--- src/verilog/hdio_pkg.sv ---
package hdio_pkg;
  // Register byte offsets
  localparam logic [7:0] CTRL_OFF = 8'h00;
  localparam logic [7:0] PATTERN_OFF = 8'h04;
  localparam logic [7:0] DELAY_OFF = 8'h08;
  localparam logic [7:0] STATUS_OFF = 8'h0c;
  localparam logic [7:0] IRQ_STATUS_OFF = 8'h10;
  localparam logic [7:0] IRQ_ENABLE_OFF = 8'h14;
  localparam logic [7:0] IRQ_CLEAR_OFF = 8'h18;
  localparam logic [7:0] COMMAND_OFF = 8'h1c;
  // Control field positions
  localparam int CTRL_WIDTH3_BIT = 0;
  localparam int CTRL_LINE4_BUSY_BIT = 1;
  localparam int CTRL_POL_HIGH_BIT = 2;
  localparam int CTRL_AUTOCLR_BIT = 3;
  localparam int CTRL_ILOCK_EN_BIT = 4;
  localparam int CTRL_EDGE_LSB = 5;
  localparam int CTRL_LINE4_SPECIAL_BIT = 7;
  localparam int CTRL_BUSY_BIT = 8;
  // Command bits (write one)
  localparam int CMD_OUT_ON_BIT = 0;
  localparam int CMD_OUT_OFF_BIT = 1;
  localparam int CMD_CLEAR_BIT = 2;
  localparam int CMD_EOT_BIT = 3;
  // Interrupt event positions
  localparam int EV_START = 0;
  localparam int EV_TRIP = 1;
  localparam int EV_AUTOCLR = 2;
  localparam int EV_REJECT = 3;
  localparam int EV_WIDTH = 4;
  // Reset values
  localparam logic [8:0] CTRL_RESET = 9'h004;
  localparam logic [3:0] PATTERN_RESET = 4'h0;
  localparam logic [15:0] DELAY_RESET = 16'h0010;
  // Timing: end-of-test pulse and auto-clear tick
  localparam int CLK_HZ = 20_000_000;
  localparam int EOT_PULSE_NS = 10_000;
  localparam int EOT_CYCLES = (EOT_PULSE_NS * (CLK_HZ / 1_000_000) + 999) / 1000;
  localparam int TICK_US = 100;
  localparam int TICK_CYCLES = TICK_US * (CLK_HZ / 1_000_000);
  // Start edge selection
  typedef enum logic [1:0] {
    HDIO_EDGE_FALL = 2'b00,
    HDIO_EDGE_RISE = 2'b01,
    HDIO_EDGE_BOTH = 2'b10
  } hdio_edge_t;
endpackage

--- src/verilog/hdio_edge_detect.sv ---
`timescale 1ns/1ns
module hdio_edge_detect (
  input wire logic hclk,
  input wire logic hresetn,
  input wire logic pin,
  output logic level,
  output logic rise,
  output logic fall
);
  logic sync1;
  logic sync2;
  logic [1:0] warm;

  // Two-stage synchroniser, then one registered copy for edges
  always_ff @(posedge hclk or negedge hresetn)
  begin
    if (!hresetn)
    begin
      sync1 <= 1'b0;
      sync2 <= 1'b0;
      level <= 1'b0;
      warm <= 2'b00;
    end
    else
    begin
      sync1 <= pin;
      sync2 <= sync1;
      level <= sync2;
      if (warm != 2'b11)
        warm <= warm + 2'b01;
    end
  end

  // Edges only once the pipe holds real pin values: no false edge after reset
  wire primed = (warm == 2'b11);
  assign rise = primed & sync2 & ~level;
  assign fall = primed & ~sync2 & level;
endmodule

--- src/verilog/hdio_port.sv ---
`timescale 1ns/1ns
module hdio_port #(
  parameter bit HAS_HANDLER = 1'b1,
  parameter int DELAY_W = 16
) (
  input wire logic hclk,
  input wire logic hresetn,
  input wire logic hsel,
  input wire logic [31:0] haddr,
  input wire logic [1:0] htrans,
  input wire logic hwrite,
  input wire logic [2:0] hsize,
  input wire logic [31:0] hwdata,
  input wire logic hready,
  output logic [31:0] hrdata,
  output logic hreadyout,
  output logic hresp,
  input wire logic start_of_test_input,
  input wire logic interlock_line,
  input wire logic test_busy,
  output logic [3:0] bin_lines,
  output logic main_output_on,
  output logic handler_arm_event,
  output logic irq
);
  // Registers
  logic [8:0] ctrl;
  logic [3:0] pattern;
  logic [DELAY_W-1:0] delay;
  logic [hdio_pkg::EV_WIDTH-1:0] irq_status;
  logic [hdio_pkg::EV_WIDTH-1:0] irq_enable;
  logic out_on;
  logic [15:0] eot_cnt;
  logic [15:0] tick_cnt;
  logic [DELAY_W-1:0] clr_cnt;
  logic clr_run;
  logic wr_pend;
  logic [7:0] wr_addr;

  // Synchronised inputs
  logic sot_level;
  logic sot_rise;
  logic sot_fall;
  logic lock_high;

  hdio_edge_detect u_sot (
    .hclk(hclk),
    .hresetn(hresetn),
    .pin(start_of_test_input),
    .level(sot_level),
    .rise(sot_rise),
    .fall(sot_fall)
  );

  hdio_edge_detect u_lock (
    .hclk(hclk),
    .hresetn(hresetn),
    .pin(interlock_line),
    .level(lock_high),
    .rise(),
    .fall()
  );

  // Field decode
  wire width3 = ctrl[hdio_pkg::CTRL_WIDTH3_BIT];
  wire line4_busy = ctrl[hdio_pkg::CTRL_LINE4_BUSY_BIT];
  wire pol_high = ctrl[hdio_pkg::CTRL_POL_HIGH_BIT];
  wire autoclr_en = ctrl[hdio_pkg::CTRL_AUTOCLR_BIT];
  wire ilock_en = ctrl[hdio_pkg::CTRL_ILOCK_EN_BIT];
  wire [1:0] edge_sel = ctrl[hdio_pkg::CTRL_EDGE_LSB +: 2];
  wire line4_special = ctrl[hdio_pkg::CTRL_LINE4_SPECIAL_BIT];

  // Bus decode
  wire addr_phase = hsel & hready & htrans[1];
  wire bus_wr = wr_pend;
  wire wr_ctrl = bus_wr & (wr_addr == hdio_pkg::CTRL_OFF);
  wire wr_pat = bus_wr & (wr_addr == hdio_pkg::PATTERN_OFF);
  wire wr_delay = bus_wr & (wr_addr == hdio_pkg::DELAY_OFF);
  wire wr_ien = bus_wr & (wr_addr == hdio_pkg::IRQ_ENABLE_OFF);
  wire wr_iclr = bus_wr & (wr_addr == hdio_pkg::IRQ_CLEAR_OFF);
  wire wr_cmd = bus_wr & (wr_addr == hdio_pkg::COMMAND_OFF);
  wire cmd_on = wr_cmd & hwdata[hdio_pkg::CMD_OUT_ON_BIT];
  wire cmd_off = wr_cmd & hwdata[hdio_pkg::CMD_OUT_OFF_BIT];
  wire cmd_clear = wr_cmd & hwdata[hdio_pkg::CMD_CLEAR_BIT];
  wire cmd_eot = wr_cmd & hwdata[hdio_pkg::CMD_EOT_BIT];

  // Pattern limit by width
  wire pat_ok = !width3 || (hwdata[3:0] <= 4'h7);
  wire pat_load = wr_pat & pat_ok;
  wire pat_reject = wr_pat & ~pat_ok;

  // Start events by selected edge
  wire start_ev = (edge_sel == hdio_pkg::HDIO_EDGE_FALL) ? sot_fall :
                  (edge_sel == hdio_pkg::HDIO_EDGE_RISE) ? sot_rise :
                  (edge_sel == hdio_pkg::HDIO_EDGE_BOTH) ? (sot_rise | sot_fall) :
                  1'b0;

  // Interlock gating
  wire trip = ilock_en & lock_high & out_on;
  wire on_ok = ~(ilock_en & lock_high);
  wire on_reject = cmd_on & ~on_ok;
  wire tick = (tick_cnt == 16'(hdio_pkg::TICK_CYCLES - 1));
  wire clr_done = clr_run & tick & (clr_cnt == '0);
  wire [hdio_pkg::EV_WIDTH-1:0] events = {on_reject | pat_reject, clr_done, trip, start_ev};

  // Fourth-line selection
  wire eot_act = (eot_cnt != 16'h0000);
  wire special_act = line4_busy ? test_busy : eot_act;
  wire line4_pat = pattern[3] & ~width3;
  wire line4 = line4_special ? (special_act ~^ pol_high) : line4_pat;
  wire [3:0] lines_raw = {line4, pattern[2:0]};
  wire [3:0] next_bin = (HAS_HANDLER ? lines_raw : 4'h0);

  // AHB data phase tracking
  always_ff @(posedge hclk or negedge hresetn)
  begin
    if (!hresetn)
    begin
      wr_pend <= 1'b0;
      wr_addr <= 8'h00;
    end
    else
    begin
      wr_pend <= addr_phase & hwrite;
      if (addr_phase)
        wr_addr <= haddr[7:0];
    end
  end

  // Read data, registered at the address phase
  always_ff @(posedge hclk or negedge hresetn)
  begin
    if (!hresetn)
      hrdata <= 32'h0000_0000;
    else if (addr_phase & ~hwrite)
    begin
      unique case (haddr[7:0])
        hdio_pkg::CTRL_OFF: hrdata <= {23'h0, ctrl};
        hdio_pkg::PATTERN_OFF: hrdata <= {28'h0, pattern};
        hdio_pkg::DELAY_OFF: hrdata <= 32'(delay);
        hdio_pkg::STATUS_OFF: hrdata <= {26'h0, clr_run, eot_act, out_on, lock_high, sot_level, 1'b0};
        hdio_pkg::IRQ_STATUS_OFF: hrdata <= {28'h0, irq_status};
        hdio_pkg::IRQ_ENABLE_OFF: hrdata <= {28'h0, irq_enable};
        default: hrdata <= 32'h0000_0000;
      endcase
    end
  end

  assign hreadyout = 1'b1;
  assign hresp = 1'b0;

  // Configuration registers
  always_ff @(posedge hclk or negedge hresetn)
  begin
    if (!hresetn)
    begin
      ctrl <= hdio_pkg::CTRL_RESET;
      delay <= DELAY_W'(hdio_pkg::DELAY_RESET);
      irq_enable <= '0;
    end
    else
    begin
      if (wr_ctrl)
        ctrl <= hwdata[8:0];
      if (wr_delay)
        delay <= hwdata[DELAY_W-1:0];
      if (wr_ien)
        irq_enable <= hwdata[hdio_pkg::EV_WIDTH-1:0];
    end
  end

  // Pattern holds until write, clear or auto-clear
  always_ff @(posedge hclk or negedge hresetn)
  begin
    if (!hresetn)
      pattern <= hdio_pkg::PATTERN_RESET;
    else if (pat_load)
      pattern <= hwdata[3:0];
    else if (cmd_clear | clr_done)
      pattern <= hdio_pkg::PATTERN_RESET;
  end

  // Auto-clear timer in 100 us ticks
  always_ff @(posedge hclk or negedge hresetn)
  begin
    if (!hresetn)
    begin
      tick_cnt <= 16'h0000;
      clr_cnt <= '0;
      clr_run <= 1'b0;
    end
    else
    begin
      tick_cnt <= (tick | pat_load) ? 16'h0000 : tick_cnt + 16'h0001;
      if (pat_load)
      begin
        clr_run <= autoclr_en;
        clr_cnt <= delay;
      end
      else if (clr_done | ~autoclr_en | cmd_clear)
        clr_run <= 1'b0;
      else if (clr_run & tick)
        clr_cnt <= clr_cnt - DELAY_W'(1);
    end
  end

  // End-of-test pulse on command
  always_ff @(posedge hclk or negedge hresetn)
  begin
    if (!hresetn)
      eot_cnt <= 16'h0000;
    else if (cmd_eot)
      eot_cnt <= 16'(hdio_pkg::EOT_CYCLES);
    else if (eot_act)
      eot_cnt <= eot_cnt - 16'h0001;
  end

  // Main output state with interlock
  always_ff @(posedge hclk or negedge hresetn)
  begin
    if (!hresetn)
      out_on <= 1'b0;
    else if (trip | cmd_off)
      out_on <= 1'b0;
    else if (cmd_on & on_ok)
      out_on <= 1'b1;
  end

  // Outputs and sticky interrupts, set wins over clear
  always_ff @(posedge hclk or negedge hresetn)
  begin
    if (!hresetn)
    begin
      bin_lines <= 4'h0;
      main_output_on <= 1'b0;
      handler_arm_event <= 1'b0;
      irq_status <= '0;
      irq <= 1'b0;
    end
    else
    begin
      bin_lines <= next_bin;
      main_output_on <= out_on & ~trip;
      handler_arm_event <= start_ev;
      irq_status <= (irq_status & ~(wr_iclr ? hwdata[hdio_pkg::EV_WIDTH-1:0] : '0)) | events;
      irq <= |(irq_status & irq_enable);
    end
  end

  // Interlock trip drops the output within two cycles
  AST_TRIP_OFF: assert property (@(posedge hclk) disable iff (!hresetn)
    (ilock_en & lock_high) |-> ##[1:2] !main_output_on) else $error("output on under interlock");
  AST_ON_REFUSED: assert property (@(posedge hclk) disable iff (!hresetn)
    (cmd_on & ilock_en & lock_high & !out_on) |=> !out_on) else $error("on not refused");
  AST_NO_AUTO_RESTORE: assert property (@(posedge hclk) disable iff (!hresetn)
    ($rose(out_on)) |-> $past(cmd_on)) else $error("output on without request");
  AST_WIDTH3: assert property (@(posedge hclk) disable iff (!hresetn)
    (width3 & $changed(pattern)) |-> (pattern <= 4'h7)) else $error("pattern above 7");
  AST_PAT_OUT: assert property (@(posedge hclk) disable iff (!hresetn)
    (pat_load & !line4_special & HAS_HANDLER) |=> ##1 (bin_lines == $past(hwdata[3:0], 2)))
    else $error("bin lines wrong");
  AST_ONE_START: assert property (@(posedge hclk) disable iff (!hresetn)
    start_ev |=> !start_ev) else $error("double start");
  AST_ARM_FALL: assert property (@(posedge hclk) disable iff (!hresetn)
    (sot_fall & edge_sel == hdio_pkg::HDIO_EDGE_FALL) |=> handler_arm_event)
    else $error("fall edge missed");
  AST_ARM_BOTH: assert property (@(posedge hclk) disable iff (!hresetn)
    ((sot_rise | sot_fall) & edge_sel == hdio_pkg::HDIO_EDGE_BOTH) |=> handler_arm_event)
    else $error("edge missed");
  AST_HOLD: assert property (@(posedge hclk) disable iff (!hresetn)
    (!pat_load & !cmd_clear & !clr_done) |=> $stable(pattern)) else $error("pattern drift");
  // Line four, variant, end-of-test and auto-clear checks
  AST_LINE4_FREE: assert property (@(posedge hclk) disable iff (!hresetn)
    (width3 & !line4_special) |=> !bin_lines[3]) else $error("line four not free");
  AST_NO_LINES: assert property (@(posedge hclk) disable iff (!hresetn)
    (HAS_HANDLER == 1'b0) |-> (bin_lines == 4'h0)) else $error("bin lines driven");
  AST_EOT_START: assert property (@(posedge hclk) disable iff (!hresetn)
    cmd_eot |=> eot_act) else $error("end-of-test pulse missing");
  AST_BUSY_LINE: assert property (@(posedge hclk) disable iff (!hresetn)
    (line4_special & line4_busy & HAS_HANDLER) |=>
    (bin_lines[3] == ($past(test_busy) ~^ $past(pol_high)))) else $error("busy line wrong");
  AST_CLR_DONE: assert property (@(posedge hclk) disable iff (!hresetn)
    clr_done |=> ((pattern == hdio_pkg::PATTERN_RESET) || $past(pat_load)))
    else $error("auto-clear missed");
endmodule

--- config.mk ---
export PLATFORM = sky130hd
export DESIGN_NAME = hdio_port
export DESIGN_NICKNAME = d
export VERILOG_FILES = /design/src/verilog/hdio_pkg.sv /design/src/verilog/hdio_edge_detect.sv /design/src/verilog/hdio_port.sv
export SDC_FILE = /design/constraint.sdc
export NUM_CORES = 1
export LEC_CHECK = 0
export ABC_AREA = 1
export BUFFER_PORTS_ARGS = -buffer_cell sky130_fd_sc_hd__buf_2
export CAP_MARGIN = 20
export CORE_ASPECT_RATIO = 0.5
export CORE_UTILIZATION = 42
export CTS_CLUSTER_DIAMETER = 40
export DETAILED_ROUTE_END_ITERATION = 16
export PLACE_DENSITY = 0.68
export SLEW_MARGIN = 20
export SYNTH_ARGS = -nofsm -noshare
export SYNTH_HDL_FRONTEND = slang
export SYNTH_SLANG_ARGS = --single-unit
--- constraint.sdc ---
create_clock -name hclk -period 1.8 [get_ports hclk]
set_clock_uncertainty 0.15 [all_clocks]
set_input_delay 0.27 -clock hclk [delete_from_list [all_inputs] [get_ports hclk]]
set_output_delay 0.27 -clock hclk [all_outputs]
set_load 0.02 [all_outputs]
## After elaboration in Yosys (flattened, before gate mapping)

Cells that the tools add are included.

- $add $sub $neg: 4
- $lt $le $gt $ge: 1
- Equality and inequality tests: 16
- Mux-type cells: 19
- Bitwise operators: 48
- Reduce and logical (&&, ||, !) cells: 14

Operators with widths:

| operator | number |
|---|---|
| $mux W16 | 6 |
| $pmux W16 S6 | 1 |
| $eq A8 B5 Y1 const B | 5 |
| $sub A16 B1 Y16 const B | 2 |
| $and A1 B1 Y1 | 28 |
| $eq A8 B4 Y1 const B | 3 |
| $add A16 B1 Y16 const B | 1 |
| $eq A16 B11 Y1 const B | 1 |
| $eq A8 B3 Y1 const B | 2 |
| $logic_not A16 Y1 | 1 |
| $logic_not A8 Y1 | 2 |
| $reduce_bool A16 Y1 | 1 |
| $mux W4 | 3 |
| $reduce_bool A2 Y1 | 5 |
| $mux W1 | 9 |
| $and A4 B4 Y4 | 2 |
| $not A1 Y1 | 8 |
| $or A1 B1 Y1 | 7 |
| $eq A2 B2 Y1 const B | 2 |
| $le A4 B3 Y1 const B | 1 |
| $ne A2 B2 Y1 const B | 2 |
| $not A4 Y4 | 1 |
| $or A4 B4 Y4 | 1 |
| $reduce_or A4 Y1 | 1 |
| other kinds (7) | 7 |

- Register bits: 143
- Input bits: 77
- Output and inout bits: 41
- Logic and storage cells: 126

## Logic depth before layout (Yosys ltp)

- Depth in word-level cells: 8
- Mapped depth: 11
- Gate-level depth less buffers: 11

## Modules after synthesis

Synthesis repeated with hierarchy kept, for this count alone.

- Cells, all modules: 840
- Area, all modules: 6,617.6 sq um

By module, submodules not included:

| module | times used | cells each | area each (sq um) | sequential area each (sq um) |
|---|---|---|---|---|
| hdio_port | 1 | 804 | 6,252.2 | 2,980.4 |
| hdio_edge_detect | 2 | 18 | 182.7 | 125.1 |

## Worst setup path before layout

OpenSTA, ideal clock, no wires.

- Path kind: reg2reg
- Start point: register tick_cnt[0]
- End point: register clr_cnt[13]
- Library setup time: 0.122 ns
- Arrival: 1.406 ns
- Required time: 1.528 ns
- Setup slack: 0.121 ns
- Stages on the path, launching flop included: 10
- Path buffers: 1
- Clock period less this slack: 1.679 ns
- Path through: dfrtp_1 > ha_1 > nand3_1 > nor2_2 > nand2_2 > nor2_4 > nand4_4 > buf_6 > nand3_1 > nand3_2

- Longest elaborated chain between the ends: 7
- Elaborated cells on any way between the ends: 8
- Those cells by class: 2 x eq/ne; 4 x bitwise; 2 x reduce/logical

RTL lines:

| item | RTL line | source |
|---|---|---|
| from (decl) | hdio_port.sv:34 | `logic [15:0] tick_cnt;` |
| from (signal assigned) | hdio_port.sv:194 | `tick_cnt <= (tick \| pat_load) ? 16'h0000 : tick_cnt + 16'h0001;` |
| $eq A16 B11 Y1 (*) | hdio_port.sv:102 | `wire tick = (tick_cnt == 16'(hdio_pkg::TICK_CYCLES - 1));` |
| $and A1 B1 Y1 (*) | hdio_port.sv:103, hdio_port.sv:202 |  |
| $and A1 B1 Y1 | hdio_port.sv:103 | `wire clr_done = clr_run & tick & (clr_cnt == '0);` |
| $or A1 B1 Y1 (2 in a row) | hdio_port.sv:200 | `else if (clr_done \| ~autoclr_en \| cmd_clear)` |
| $ne A2 B2 Y1 (no line) | n/a |  |
| $reduce_and A2 Y1 (no line) (*) | n/a |  |
| to (signal assigned) | hdio_port.sv:198 | `clr_cnt <= delay;` |
| to (signal assigned) | hdio_port.sv:203 | `clr_cnt <= clr_cnt - DELAY_W'(1);` |
| to (decl) | hdio_port.sv:35 | `logic [DELAY_W-1:0] clr_cnt;` |

Every way passes the cells marked *; elsewhere a longest branch is shown, timed or not.
A chain may end at the register's enable or synchronous reset.

## Worst setup path in the final report

- Start point: register clr_cnt[1]
- End point: register clr_cnt[0]

- Longest elaborated chain between the ends: 6

RTL lines:

| item | RTL line |
|---|---|
| $logic_not A16 Y1 | hdio_port.sv:103 |
| $and A1 B1 Y1 | hdio_port.sv:103 |
| $or A1 B1 Y1 (2 in a row) | hdio_port.sv:200 |
| $ne A2 B2 Y1 (no line) | n/a |
| $reduce_and A2 Y1 (no line) | n/a |

Every way passes these cells.

==> results <==
- Setup repair after global routing could not meet its margin everywhere.
- Of all nets on the critical path, the largest fanout is 7.
- The post-synthesis share of cell area spent on full adders, half adders and majority gates is between 1 and 1.5%.
- The number of buffer cells added on primary ports is 55.
- The run finished with clean final reports.
- The final route contains just over 6,000 vias.
- By area, the combinational part of the netlist is dominated by simple AND/OR/NAND/NOR gates.
- The cell-internal power is approximately 5.8 mW.
- The total iterations of the first detailed-routing run is 5.
- After detailed routing, the total wire length is between 15 and 20 mm.
- The clock network is responsible for 39.6% of the overall power.
- TritonCTS built the clock tree.
- The tightest min-delay check is of the input pin to register type.
- The area growth from synthesis to layout is 27.93%.
- The data required time of the worst path is slightly below 2 ns.
- The count of unique library cells instantiated by Yosys is between 40 and 50.
- The diode insertion count for antenna repair is 0.
- The last weighted congestion value of the routability-driven placer is about 0.89.
- The count of antenna-violating nets left after detailed routing is 0.
- For this design the static power due to leakage is around 4.4 nW.
- After synthesis, the share of cell area in mux cells is under 10%.
- The number of warnings reported in the yosys synthesis log is 0.
- The floorplan step set the die height to ~91 um.
- The per-cell via count in the routed design is ~5.0.
- The die is 180.5 um wide.
- Pin placement for this block handled between 100 and 150 I/O pins.
- Of the post-synthesis cell area, the dominant cell type holds a little under half.
- The simple-gate share of the synthesized area is 30.02%.
- STA classifies the critical path endpoint as a register.
- The tool flagged a number of max-cap violations equal to 0.
- The clock transition time at the flip-flop clock pins of the worst setup and hold paths is roughly 0.060 ns.
- Synthesis inferred around 130 register bits.
- The detailed-route DRC error count is 0.
- Across the VDD grid, the largest voltage drop is around 0.59 mV.
- The final critical path takes up 99.26% of the cycle.
- The clock reaches the later pin of the worst-skew pair after between 0.4 and 0.5 ns.
- The number of failing hold endpoints at the final stage is 0.
- Sorting the synthesized cells by area gives the leading types as dfrtp_1 (47%), nand2_1 (13%), nor2_1 (6.0%), inv_1 (5.4%), nand3_1 (4.5%).
- The via count of the first global-routing pass was approximately 5,700.
- The clock tree root buffer cell is clkbuf_16.
- The commonest cells after synthesis are nand2_1 (227), dfrtp_1 (125), nor2_1 (107).
- The core region is between 15,000 and 20,000 um^2.
- The synthesized netlist devotes under 10% of its cell area to compound gates.
- Summed over all layers, the global routing overflow is 0.
- The per-instance average area after synthesis is 7.832 um^2.
- Clock tree synthesis inserted a total of 17 buffers.
- Dividing the detail-routed wire length by the instance count gives between 10 and 15 um.
- The sequential fraction of design power is 42.7%.
- Data on the critical path arrives at its endpoint at ~2.0 ns.
- In this run the power spent charging and discharging nets is approximately 2.8 mW.
- The final period demand of the worst path is around 1.8 ns.
- The violation count after the first detailed-routing iteration is between 500 and 600.
- The total number of placement rows is 32.
- The clock drives approximately 130 sinks.
- The number of nets in the layout is about 1,100.
- The switching share of total power is between 30% and 40%.
- The post-layout utilization of the core is 55.22%.
- The all-layer global routing usage is between 20% and 30%.
- The detailed placer's ending HPWL is 12.17 mm.
- The H-tree was split into 4 levels.
- The proportion of synthesized flip-flops having asynchronous set or reset is between 90% and 100%.
- Setup violations remaining at the end of the flow were counted as 0.
- The initial standard-cell utilization of the core is between 40% and 50%.
- Of the cells placed in the final design, the portion with a size suffix greater than 1 is between 20% and 30%.
- The synthesized instance count is 854.
- The category of the worst setup path launch point is a register.
- The largest buffer count on any clock path is 2.
- The proportion of power drawn by combinational gates is about 18%.
- The number of antenna violations at the first check in global routing is 0.
- The worst hold margin is roughly 0.011 ns.
- The design area is roughly 8600 um^2.
- The maximum clock frequency is between 0.5 and 0.6 GHz.
- The leading area contributor after synthesis is dfrtp_1.
- The die covers ~16,000 um^2.
- Yosys mapped a number of flops with a built-in enable equal to 0.
- In this run the cell area of the synthesized design comes to ~6700 um^2.
- In this run the cell area measured after placement is 7512 um^2.
- The max-slew violation count is 0.
- For this run, the leading register cell type out of synthesis is dfrtp_1.
- The worst setup path is of the register to register kind.
- The most common cell in the synthesized netlist is nand2_1.
- The part of the Yosys area used for sequential elements is 47.55%.
- Summing the areas of all xor and xnor instances in the mapped netlist gives under 10% of the synthesized area.
- Entering global routing, the biggest net connects 40 pins.
- In this run the power density over the cells is around 1000 nW/um^2.
- The first global-routing pass estimated approximately 28 mm of wire.
[critical path, stage by stage, from the launching register on]
cell and delay, ns:
dfrtp_1 0.39, inv_1 0.11, ha_2 0.21, nand3_1 0.09, nor2_1 0.10, nand2_1 0.11, nand4_4 0.20, buf_4 0.15
nand3_1 0.06, nand2_1 0.07, inv_1 0.04
[worst paths after layout]
check                              from           end  slack (ns)  depth (start not counted)
max                          clr_cnt[1]    clr_cnt[0]        0.01                         10
min                            haddr[6]    wr_addr[6]        0.01                          3
max reg2reg                  clr_cnt[1]    clr_cnt[0]        0.01                         10
min reg2reg                u_lock.sync1  u_lock.sync2        0.20                          0
max in group asynchronous       hresetn      delay[4]        0.71                          3
min in group asynchronous       hresetn    eot_cnt[9]        0.17                          2
[cells in the final DEF, fill, tap and decap left out, types with 16 or more instances in the layout]
| cell type | netlist | routed |
|---|---|---|
| nand3_1 | 60 | 47 |
| xor2_1 | 20 | 20 |
| nand3_2 | 12 | 23 |
| nor2_1 | 107 | 94 |
| inv_1 | 97 | 95 |
| conb_1 | 2 | 18 |
| clkbuf_16 | 0 | 17 |
| nand2_1 | 227 | 223 |
| buf_2 | 6 | 54 |
| dfrtp_1 | 125 | 125 |
| nor3_1 | 21 | 19 |
| nor2_2 | 7 | 16 |
| buf_4 | 18 | 55 |
| o21ai_0 | 60 | 59 |
| dlygate4sd3_1 | 0 | 20 |
[power groups by stage]
stage	clock network (mW)	logic, mW	registers, mW
floorplan	0	0.883	3.61
global placement	0	1.31	3.66
detailed placement	0	1.34	3.67
CTS	3.43	1.41	3.64
global route	3.56	1.71	3.71
finish	3.40	1.52	3.66
[metal layers]
| metal | GRT usage (%) | vias up | wire length, um |
|---|---|---|---|
| met4 | 7.550 | 0 | 291 |
| met3 | 4.613 | 25 | 1021 |
| met1 | 30.08 | 2873 | 8078 |
| met5 | 0 | - | 0 |
| li1 | - | 2975 | - |
| met2 | 33.24 | 187 | 7597 |
[flip-flops by register name, indices dropped and copies added, names as in the netlist, 8 cells and up]
register and count:
delay 16, ctrl 9, clr_cnt 16, tick_cnt 16
hrdata 16, eot_cnt 16, wr_addr 8
[final cells by class]
cell class | count | area, um^2
clock buffer | 17 | 425.4
clock inverter | 15 | 163.9
fill | 1377 | 6938
inverter | 106 | 404.1
multi-input combinational | 605 | 3119
sequential | 127 | 3181
tap | 204 | 255.2
timing repair buffer | 137 | 1008
[logic make-up after synthesis]
group | Yosys count
simple gates | 459
buf+inv | 138
flops | 127
compound gates | 92
xor+xnor | 22
mux | 8
fa+ha+maj | 6
other cells | 2
[repair_timing]
item                                    in CTS  in global routing
resized for setup                           11                 43
setup buffers                                1                  7
endpoints found under the setup margin      16                 53
hold endpoints to repair                   149                  0
hold buffers                                20                  0
pin swaps                                    1                  8
[stage by stage]
| step | TNS, ns | setup slack, ns | std cells | power [mW] |
|---|---|---|---|---|
| after floorplan | 0 | 0.1212 | 870 | 4.491 |
| after global routing | -1.403 | -0.1107 | 1211 | 8.977 |
| after CTS | 0 | 0.0009364 | 1204 | 8.475 |
| after detailed placement | -0.3888 | -0.04540 | 1151 | 5.016 |
| final | 0 | 0.01336 | 1211 | 8.570 |
| after global placement | -0.0007399 | -0.0007399 | 1151 | 4.967 |
Power figures use the tool's default switching activity.
